<file path="config.mk">
export PLATFORM = sky130hd
export DESIGN_NAME = kbms_scan
export DESIGN_NICKNAME = d
export VERILOG_FILES = /design/src/kbms_pkg.sv /design/src/kbms_row_demux.sv /design/src/kbms_scan.sv
export SDC_FILE = /design/constraint.sdc
export NUM_CORES = 1
export LEC_CHECK = 0
export BUFFER_PORTS_ARGS = -buffer_cell sky130_fd_sc_hd__buf_2
export CAP_MARGIN = 20
export CORE_UTILIZATION = 35
export CTS_BUF_LIST = sky130_fd_sc_hd__clkbuf_4 sky130_fd_sc_hd__clkbuf_8
export DETAILED_ROUTE_END_ITERATION = 12
export PLACE_DENSITY = 0.61
export SLEW_MARGIN = 20
export SYNTH_ARGS = -nofsm -noshare
export SYNTH_HDL_FRONTEND = slang
export SYNTH_HIERARCHICAL = 1
export SYNTH_SLANG_ARGS = --single-unit
</file>
<file path="constraint.sdc">
create_clock -name core_clk -period 3.6 [get_ports core_clk]
set_clock_uncertainty 0.1 [all_clocks]
set_input_delay 0.72 -clock core_clk [delete_from_list [all_inputs] [get_ports core_clk]]
set_output_delay 0.72 -clock core_clk [all_outputs]
set_load 0.1 [all_outputs]
</file>
<file path="src/kbms_pkg.sv">
// kbms_pkg: port addresses, control word codes and reset values of the key scan block
// assumes a cpu i/o bus with 8-bit port addresses and 8-bit data
package kbms_pkg;
    localparam int KBMS_ROWS = 12;
    localparam int KBMS_COLS = 8;
    localparam logic [7:0] KBMS_ADDR_STROBE_PORT = 8'hE8;
    localparam logic [7:0] KBMS_ADDR_INPUT_DATA = 8'hEA;
    localparam logic [7:0] KBMS_ADDR_INPUT_CTRL = 8'hEB;
    localparam int KBMS_GATE_POS = 4;
    localparam int KBMS_ICW_ENABLE_POS = 7;
    localparam int KBMS_ICW_AND_POS = 6;
    localparam int KBMS_ICW_HIGH_POS = 5;
    localparam int KBMS_ICW_MASK_NEXT_POS = 4;
    localparam logic [3:0] KBMS_CW_MODE_SELECT = 4'hF;
    localparam logic [3:0] KBMS_CW_INT_CONTROL = 4'h7;
    localparam logic [3:0] KBMS_CW_INT_ENABLE = 4'h3;
    localparam logic [1:0] KBMS_MODE_BIT_CONTROL = 2'h3;
    localparam logic [1:0] KBMS_MODE_RESET = 2'h1;
    localparam logic [7:0] KBMS_STROBE_PORT_RESET = 8'h00;
    localparam logic [7:0] KBMS_DIR_RESET = 8'hFF;
    localparam logic [7:0] KBMS_MASK_RESET = 8'hFF;
    localparam logic [7:0] KBMS_VECTOR_RESET = 8'h00;
    localparam logic [7:0] KBMS_UNMAPPED_READ = 8'hFF;
    typedef enum logic [1:0] {
        KBMS_CTL_IDLE = 2'b00,
        KBMS_CTL_DIR = 2'b01,
        KBMS_CTL_MASK = 2'b10
    } kbms_ctl_type;
endpackage : kbms_pkg

</file>
<file path="src/kbms_row_demux.sv">
// kbms_row_demux: gated row code to one-hot keyboard row strobes
// assumes row code and gate come from a register on the same clock
`timescale 1ns/1ps
module kbms_row_demux
    import kbms_pkg::*;
#(
    parameter int ROWS = KBMS_ROWS
)
(
    input wire logic core_clk,
    input wire logic nrst,
    input wire logic [3:0] row_code,
    input wire logic gate,
    output logic [ROWS-1:0] row_strobe
);
    logic [ROWS-1:0] next_row_strobe;

    always_comb
    begin
        next_row_strobe = '0;
        for (int r = 0; r < ROWS; r++)
        begin
            if (gate && (row_code == 4'(r)))
            begin
                next_row_strobe[r] = 1'b1;
            end
        end
    end

    always_ff @(posedge core_clk or negedge nrst)
    begin
        if (!nrst)
        begin
            row_strobe <= '0;
        end
        else
        begin
            row_strobe <= next_row_strobe;
        end
    end
endmodule : kbms_row_demux

</file>
<file path="src/kbms_scan.sv">
// kbms_scan: keyboard strobe port, column input port in bit control mode, key interrupt
// assumes a same-clock cpu i/o bus with one-cycle rd/wr strobes; key switches arrive async
`timescale 1ns/1ps
module kbms_scan
    import kbms_pkg::*;
#(
    parameter int ROWS = KBMS_ROWS,
    parameter int COLS = KBMS_COLS
)
(
    input wire logic core_clk,
    input wire logic nrst,
    input wire logic [7:0] io_addr,
    input wire logic io_wr,
    input wire logic io_rd,
    input wire logic [7:0] io_wdata,
    output logic [7:0] io_rdata,
    input wire logic [ROWS*COLS-1:0] key_switch,
    output logic [ROWS-1:0] row_strobe,
    output logic [7:0] strobe_port_out,
    output logic int_req_n,
    input wire logic int_ack,
    input wire logic return_from_interrupt_instr_seen,
    output logic [7:0] int_vector
);
    logic [7:0] strobe_port;
    logic [ROWS*COLS-1:0] key_meta;
    logic [ROWS*COLS-1:0] key_sync;
    logic [COLS-1:0] column_input_bits;
    kbms_ctl_type ctl_state;
    logic [1:0] port_mode;
    logic [7:0] dir_word;
    logic [7:0] mask_word;
    logic [7:0] vector_byte;
    logic int_enable;
    logic match_all;
    logic match_high;
    logic cond;
    logic cond_q;
    logic pending;
    logic in_service;
    logic [COLS-1:0] watched;
    logic [COLS-1:0] active_bits;
    logic event_hit;
    logic ctl_wr;

    assign ctl_wr = io_wr && (io_addr == KBMS_ADDR_INPUT_CTRL);
    assign strobe_port_out = strobe_port;

    always_ff @(posedge core_clk or negedge nrst)
    begin
        if (!nrst)
        begin
            strobe_port <= KBMS_STROBE_PORT_RESET;
        end
        else if (io_wr && (io_addr == KBMS_ADDR_STROBE_PORT))
        begin
            strobe_port <= io_wdata;
        end
    end

    kbms_row_demux #(
        .ROWS(ROWS)
    ) u_demux (
        .core_clk(core_clk),
        .nrst(nrst),
        .row_code(strobe_port[3:0]),
        .gate(strobe_port[KBMS_GATE_POS]),
        .row_strobe(row_strobe)
    );

    // switch contacts are asynchronous
    always_ff @(posedge core_clk or negedge nrst)
    begin
        if (!nrst)
        begin
            key_meta <= '0;
            key_sync <= '0;
        end
        else
        begin
            key_meta <= key_switch;
            key_sync <= key_meta;
        end
    end

    always_comb
    begin
        column_input_bits = '1;
        for (int r = 0; r < ROWS; r++)
        begin
            // pressed key pulls low when its row is driven
            // row r bit c is key r*COLS+c
            column_input_bits = column_input_bits & ~(key_sync[r*COLS +: COLS] & {COLS{row_strobe[r]}});
        end
    end

    always_ff @(posedge core_clk or negedge nrst)
    begin
        if (!nrst)
        begin
            io_rdata <= KBMS_UNMAPPED_READ;
        end
        else if (io_rd)
        begin
            case (io_addr)
                KBMS_ADDR_STROBE_PORT: io_rdata <= strobe_port;
                KBMS_ADDR_INPUT_DATA: io_rdata <= column_input_bits;
                default: io_rdata <= KBMS_UNMAPPED_READ;
            endcase
        end
    end

    // control port sequencer; the word after a mode 3 word or an interrupt word with bit 4 set is taken as direction or mask, not decoded
    always_ff @(posedge core_clk or negedge nrst)
    begin
        if (!nrst)
        begin
            ctl_state <= KBMS_CTL_IDLE;
            port_mode <= KBMS_MODE_RESET;
            dir_word <= KBMS_DIR_RESET;
            mask_word <= KBMS_MASK_RESET;
            vector_byte <= KBMS_VECTOR_RESET;
            int_enable <= 1'b0;
            match_all <= 1'b0;
            match_high <= 1'b0;
        end
        else if (ctl_wr)
        begin
            case (ctl_state)
                KBMS_CTL_DIR:
                begin
                    dir_word <= io_wdata;
                    ctl_state <= KBMS_CTL_IDLE;
                end
                KBMS_CTL_MASK:
                begin
                    mask_word <= io_wdata;
                    ctl_state <= KBMS_CTL_IDLE;
                end
                KBMS_CTL_IDLE:
                begin
                    if (!io_wdata[0])
                    begin
                        vector_byte <= io_wdata;
                    end
                    else if (io_wdata[3:0] == KBMS_CW_MODE_SELECT)
                    begin
                        port_mode <= io_wdata[7:6];
                        if (io_wdata[7:6] == KBMS_MODE_BIT_CONTROL)
                        begin
                            ctl_state <= KBMS_CTL_DIR;
                        end
                    end
                    else if (io_wdata[3:0] == KBMS_CW_INT_CONTROL)
                    begin
                        int_enable <= io_wdata[KBMS_ICW_ENABLE_POS];
                        match_all <= io_wdata[KBMS_ICW_AND_POS];
                        match_high <= io_wdata[KBMS_ICW_HIGH_POS];
                        if (io_wdata[KBMS_ICW_MASK_NEXT_POS])
                        begin
                            ctl_state <= KBMS_CTL_MASK;
                        end
                    end
                    else if (io_wdata[3:0] == KBMS_CW_INT_ENABLE)
                    begin
                        int_enable <= io_wdata[KBMS_ICW_ENABLE_POS];
                    end
                end
                default: ctl_state <= KBMS_CTL_IDLE;
            endcase
        end
    end

    always_comb
    begin
        watched = dir_word & ~mask_word;
        active_bits = (match_high ? column_input_bits : ~column_input_bits) & watched;
        if (match_all)
        begin
            cond = (watched != '0) && (active_bits == watched);
        end
        else
        begin
            cond = (active_bits != '0);
        end
    end

    // no handshake, fires on condition onset in bit mode only
    assign event_hit = cond && !cond_q && int_enable && (port_mode == KBMS_MODE_BIT_CONTROL);

    always_ff @(posedge core_clk or negedge nrst)
    begin
        if (!nrst)
        begin
            cond_q <= 1'b0;
        end
        else
        begin
            cond_q <= cond;
        end
    end

    // new event beats an acknowledge in the same cycle
    always_ff @(posedge core_clk or negedge nrst)
    begin
        if (!nrst)
        begin
            pending <= 1'b0;
        end
        else if (event_hit)
        begin
            pending <= 1'b1;
        end
        else if (int_ack && !in_service)
        begin
            pending <= 1'b0;
        end
    end

    always_ff @(posedge core_clk or negedge nrst)
    begin
        if (!nrst)
        begin
            in_service <= 1'b0;
            int_vector <= KBMS_VECTOR_RESET;
        end
        else if (int_ack && pending && !in_service)
        begin
            in_service <= 1'b1;
            int_vector <= vector_byte;
        end
        else if (return_from_interrupt_instr_seen)
        begin
            in_service <= 1'b0;
        end
    end

    // request held off while one is in service
    assign int_req_n = !(pending && !in_service);
endmodule : kbms_scan

</file>
; Yosys cells after proc, flatten, opt, wreduce, memory -nomap -nowiden
; Index checks and enable logic that the tools add are counted.
[classes]
n_eq_ne = 26
mux = 27
bitwise = 41
n_reduce_logical = 39
[ops]
columns = op, n
row1 = bitwise AND 8 bit, 25
row2 = inverter 8 bit, 14
row3 = "equality test 8 bit, second input constant", 3
row4 = logical AND 1 bit, 22
row5 = "equality test 4 x 3 -> 1 bit, second input constant", 5
row6 = "equality test 4 bit, second input constant", 5
row7 = 2-to-1 mux 1 bit, 19
row8 = one-hot mux 8 bit (2 select lines), 1
row9 = nonzero test 8 bit, 2
row10 = AND reduction 5 bit, 3
row11 = "equality test 4 x 2 -> 1 bit, second input constant", 3
row12 = 2-to-1 mux 2 bit, 6
row13 = "!= test 3 bit, second input constant", 3
row14 = equality test 8 bit, 1
row15 = 2-to-1 mux 8 bit, 1
row16 = "equality test 2 bit, second input constant", 3
row17 = nonzero test 2 bit, 3
row18 = "equality test 4 x 1 -> 1 bit, second input constant", 1
row19 = logical NOT 4 bit, 1
row20 = AND reduction 2 bit, 2
row21 = AND reduction 4 bit, 1
row22 = logical NOT 1 bit, 3
row23 = AND reduction 3 bit, 1
row24 = "equality test 2 x 1 -> 1 bit, second input constant", 1
row25 = 3 further kinds, 4
[word_totals]
register_bits = 260
in_bits = 118
output_inout_bits = 37
elab_cells = 150

; Depth between registers and ports, before layout
[depth]
ltp_word = 23
mapped_depth = 8
mapped_depth_nobuf = 7

; Hierarchy
; The synthesis kept the hierarchy.
[modules_own_cells]
columns = module, instances, cells_each, area_per_inst_um2, seq_area_each_um2
row1 = kbms_scan, 1, 474, 8022.7, 6237.2
row2 = kbms_row_demux, 1, 31, 400.4, 300.3

; Least setup slack after synthesis
; OpenSTA, ideal clock, no wires.
[synth_timing]
path_type = reg-to-reg
from = reg u_demux.row_strobe[3]
to = reg pending
setup_ns = 0.132
t_arrival_ns = 2.376
t_required_ns = 3.368
path_slack_ns = 0.992
path_stages_with_launch = 9
path_buffers = 1
synth_period_minus_slack_ns = 2.608
path_cell_list = dfrtp_1 > buf_6 > a22o_2 > a221oi_2 > and3_1 > o22ai_2 > nor4_4 > mux2i_1 > o211ai_2
[synth_between]
elab_chain_cells = 21
elab_cells_between_ends = 23
classes_between = 1 x eq/ne / 3 x mux / 13 x bitwise / 6 x reduce/logical
[synth_lines]
columns = item, line_no
row1 = "start, declared", kbms_row_demux.sv:14  ; output logic [ROWS-1:0] row_strobe
row2 = "start signal, assigned", kbms_row_demux.sv:38  ; row_strobe <= next_row_strobe;
row3 = bitwise AND 8 bit *, kbms_scan.sv:94  ; column_input_bits = column_input_bits & ~(key_sync[r*COLS +: COLS] & {COLS{row_strobe[r]}});
row4 = inverter 8 bit *, kbms_scan.sv:94
row5 = bitwise AND 8 bit * (9 in a row), kbms_scan.sv:94
row6 = inverter 8 bit, kbms_scan.sv:178  ; active_bits = (match_high ? column_input_bits : ~column_input_bits) & watched;
row7 = 2-to-1 mux 8 bit *, kbms_scan.sv:178
row8 = bitwise AND 8 bit *, kbms_scan.sv:178
row9 = equality test 8 bit, kbms_scan.sv:181  ; cond = (watched != '0) && (active_bits == watched);
row10 = logical AND 1 bit, kbms_scan.sv:181
row11 = 2-to-1 mux 1 bit *, kbms_scan.sv:179  ; if (match_all)
row12 = logical AND 1 bit * (3 in a row), kbms_scan.sv:190  ; assign event_hit = cond && !cond_q && int_enable && (port_mode == KBMS_MODE_BIT_CONTROL);
row13 = 2-to-1 mux 1 bit or nonzero test 2 bit (tied branches), -
row14 = "end signal, assigned", kbms_scan.sv:209  ; pending <= 1'b0;
row15 = "end signal, assigned", kbms_scan.sv:213  ; pending <= 1'b1;
row16 = "end signal, assigned", kbms_scan.sv:217  ; pending <= 1'b0;
row17 = "end, declared", kbms_scan.sv:40  ; logic pending;
; Mark *: on every way between the ends. The rest lies on a longest branch, timed or not.
; A chain may end at the register's enable or synchronous reset.

; Worst setup path after layout
[layout_timing]
from = reg u_demux.row_strobe[10]
to = reg pending
[layout_between]
elab_chain_cells = 14
elab_cells_between_ends = 16
classes_between = 1 x eq/ne / 3 x mux / 6 x bitwise / 6 x reduce/logical
[layout_lines]
columns = item, line_no
row1 = bitwise AND 8 bit *, kbms_scan.sv:94
row2 = inverter 8 bit *, kbms_scan.sv:94
row3 = bitwise AND 8 bit * (2 in a row), kbms_scan.sv:94
row4 = inverter 8 bit, kbms_scan.sv:178
row5 = 2-to-1 mux 8 bit *, kbms_scan.sv:178
row6 = bitwise AND 8 bit *, kbms_scan.sv:178
row7 = equality test 8 bit, kbms_scan.sv:181
row8 = logical AND 1 bit, kbms_scan.sv:181
row9 = 2-to-1 mux 1 bit *, kbms_scan.sv:179
row10 = logical AND 1 bit * (3 in a row), kbms_scan.sv:190
row11 = 2-to-1 mux 1 bit or nonzero test 2 bit (tied branches), -
; Marks and branches as above.

==> impl_metrics.csv <==
group,metric,value,unit
placement,dpl.hpwl,13.6,mm
finish,final_util,44.5,%
die,ios,155,
finish,final_net_count,807,
finish,multi_input_area,1750,um2
synthesis,synth_top_cells_by_count,"235 x dfrtp_1, 31 x mux2_1, 25 x dfstp_2, 24 x a22o_1, 19 x nor2_1",
timing,fin_crit_sh,72.3,%
grt,grt_usage,16.3,%
finish,regArea,6540,um2
grt,antenna_found_initial,0,
route,drc,0,
timing,final.min_clock_period,2.60,ns
critical_path,r2r_cells,7,
synthesis,synth_seq_cells,260,
critical_path,critical-path-slowest-cell,"dfrtp_1",
synthesis,synth_edf_count,0,
timing,setup_violations,0,
timing,fmax,384,MHz
synthesis,netlist_instances,505,
clock_network,htree_num_levels,2,
power,internal-power,4.64,mW
route,dr.pass1.iters,4,
timing,rsz0062_at_grt,"no",
critical_path,cp_cell_sequence,"a22o_1, a221oi_1, and3_1, o22ai_1, nor4_4, mux2i_1, o211ai_2",
clock_network,cts_tree,"yes",
critical_path,ff2ff_setup_slack,1.0,ns
finish,num-fill-cells,2126,
synthesis,synth_top_cell_area_share,69.8,%
synthesis,synth_area_per_cell,16.7,um2
die,floorplan.initialDensity,35.8,%
synthesis,ys_seq_area_share,77.6,%
die,die_h,157,um
worst_hold_path,min_from,"key_switch[66]",
power,pwr-share-seq,51.9,%
timing,final-max-slew-violation-count,0,
synthesis,yosys_warnings,6,
worst_hold_path,hold_end,"key_meta[66]",
finish,diodes,0,
route,viasPerCell,4.75,
clock_network,clock-sinks,260,
route,via_count,4945,
grt,grt_first_pass_wirelength,29.6,mm
clock_network,numCtsBuffers,42,
synthesis,synth_area_leaders,"dfrtp_1 70%, dfstp_2 7.8%, mux2_1 4.1%",
worst_hold_path,hold_path_class,"in -> reg",
critical_path,r2r_start,"u_demux/row_strobe[10]",
flow_run,drv_cap,0,
placement,place_congestion,0.881,
timing,worst-slew-pin-transition,0.591,ns
finish,syn2layout_area_growth,24.3,%
timing,slew_headroom,60.5,%
route,routed_wl,19.3,mm
synthesis,synth_area,8420,um2
critical_path,critPathKind,"reg -> reg",
route,drtIter0Drc,257,
synthesis,synth_most_common_cell,"dfrtp_1",
die,die-area,24700,um2
critical_path,arrival,2.92,ns
critical_path,cpPeakStageDelay,0.57,ns
route,routedWlPerCell,18.6,um
critical_path,cp-start-kind,"flop",
power,comb_power_share,3.8,%
power,switching_share,22.2,%
timing,tns,0,ns
timing,hold_viol,0,
clock_network,cts.reportedPaths.clkPinSlew,0.06,ns
power,power.switching,1.32,mW
route,ant_nets,0,
synthesis,ys_types,50,
outcome,outcome,"finished clean",
die,coreArea,23500,um2
synthesis,ys.flop_type,"dfrtp_1",
power,pwr-share-clk,44.3,%
critical_path,cp_max_fo,9,
synthesis,async_flop_share,100,%
power,peakVddDrop,0.447,mV
power,power.leakage,4.91,nW
clock_network,cts_root_buf,"clkbuf_8",
die,rows,56,
grt,grt_pass1_vias,5308,
clock_network,clock_latency,0.55,ns
finish,drive_above_1_share,39.9,%
critical_path,cp-end-kind,"flop",
placement,port-buffer-count,153,
grt,gr-total-overflow,0,
power,cellPowerDensity,570,nW/um2
critical_path,crit_required,3.92,ns
critical_path,r2r-end,"pending",
worst_hold_path,worstHoldPathCells,1,
die,die_w,157,um
grt,grt_max_degree,71,
synthesis,synth_nets,623,
clock_network,cts_setup_buffers,0,
clock_network,clock_path_buffers,3,
synthesis,synth_top_area_cell,"dfrtp_1",
-- cells by family (layout without fill, tap and decap cells) --
| group | count (synthesis) | in the layout | share of synthesized area, % |
|---|---|---|---|
| other | 1 | 1 | 0.0445 |
| AOI/OAI and AO/OA | 85 | 85 | 8.72 |
| and+or+nand+nor | 92 | 92 | 6.67 |
| buffers and inverters | 27 | 243 | 1.63 |
| muxes | 40 | 40 | 5.32 |
| DFF | 260 | 260 | 77.6 |
-- power groups by stage --
stage          combinational, mW  sequential [mW]  clock, mW
5_1_grt                    0.250             3.10       2.87
4_1_cts                    0.232             3.10       2.72
2_1_floorplan             0.0370             3.16          0
6_report                   0.226             3.10       2.64
3_3_place_gp               0.223             3.14          0
3_5_place_dp               0.230             3.15          0
-- metal layers --
metal / part of all wire (%) / vias up / GRT usage, %
met5: 0 / - / 0
met4: 2.2 / 0 / 5.73
met3: 7.9 / 39 / 4.21
met2: 48 / 226 / 26.6
met1: 42 / 2508 / 21.0
li1: - / 2172 / -
-- what timing repair did --
action | CTS | global route
hold endpoints to repair | 13 | 0
gates resized for setup | 0 | 0
hold buffers | 1 | 0
-- sequential cells by signal, indices dropped and copies added (netlist names), 2 cells and up --
name and count:
key_meta 96, io_rdata 8, int_vector 7, vector_byte 7, mask_word 8, ctl_state 2
u_demux/row_strobe 12, port_mode 2, key_sync 96, strobe_port_out 8, dir_word 8
-- metrics by stage --
step	power (mW)	instance area [um2]	hold WS [ns]	cells	worst slack, ns
after floorplan	3.20	8420	0.231	505	0.992
after global placement	3.37	9550	0.235	963	0.926
after detailed placement	3.38	9550	0.235	963	0.889
after CTS	6.05	10500	0.132	1040	0.940
after global routing	6.22	10500	0.134	1040	0.807
final	5.96	10500	0.169	1040	0.999
-- cell usage in the layout (no fill, tap or decap), types with 8 or more instances in the layout --
cell type,instances
mux2_1,31
and3_1,8
a22o_1,24
nand2_1,14
nor2b_1,8
a211oi_1,8
clkbuf_8,51
inv_1,9
buf_2,152
clkbuf_4,15
a21oi_1,9
a221oi_2,9
dfstp_2,25
a221oi_1,16
dfrtp_1,235
nor2_1,19
-- layout make-up --
type	instances	share of cell area, %
multi-input cells	218	16.7
clock buffers	66	7.78
repair buffers	158	8.03
inverters	9	0.323
well taps	319	3.81
flip-flops and latches	260	62.5
clock inverters	10	0.885
-- worst max-delay path, delay by kind of cell, from the launching register on --
family / cells / cell delay [ns]
and+or+nand+nor: 2 / 0.52
DFF: 1 / 0.57
muxes: 1 / 0.26
AOI/OAI and AO/OA: 4 / 1.00
-- how the worst max path moves through the flow --
| stage | start | to | slack [ns] | cells after the start |
|---|---|---|---|---|
| 6_report | u_demux/row_strobe[10] | pending | 1.0 | 7 |
| 5_1_grt | u_demux/row_strobe[10] | pending | 0.81 | 7 |
| 3_3_place_gp | io_addr[4] | vector_byte[7] | 0.93 | 7 |
| 3_5_place_dp | io_addr[4] | vector_byte[3] | 0.89 | 7 |
| 2_1_floorplan | u_demux/row_strobe[3] | pending | 0.99 | 8 |
| 4_1_cts | u_demux/row_strobe[10] | pending | 0.94 | 7 |
(Power assumes the default switching activity.)
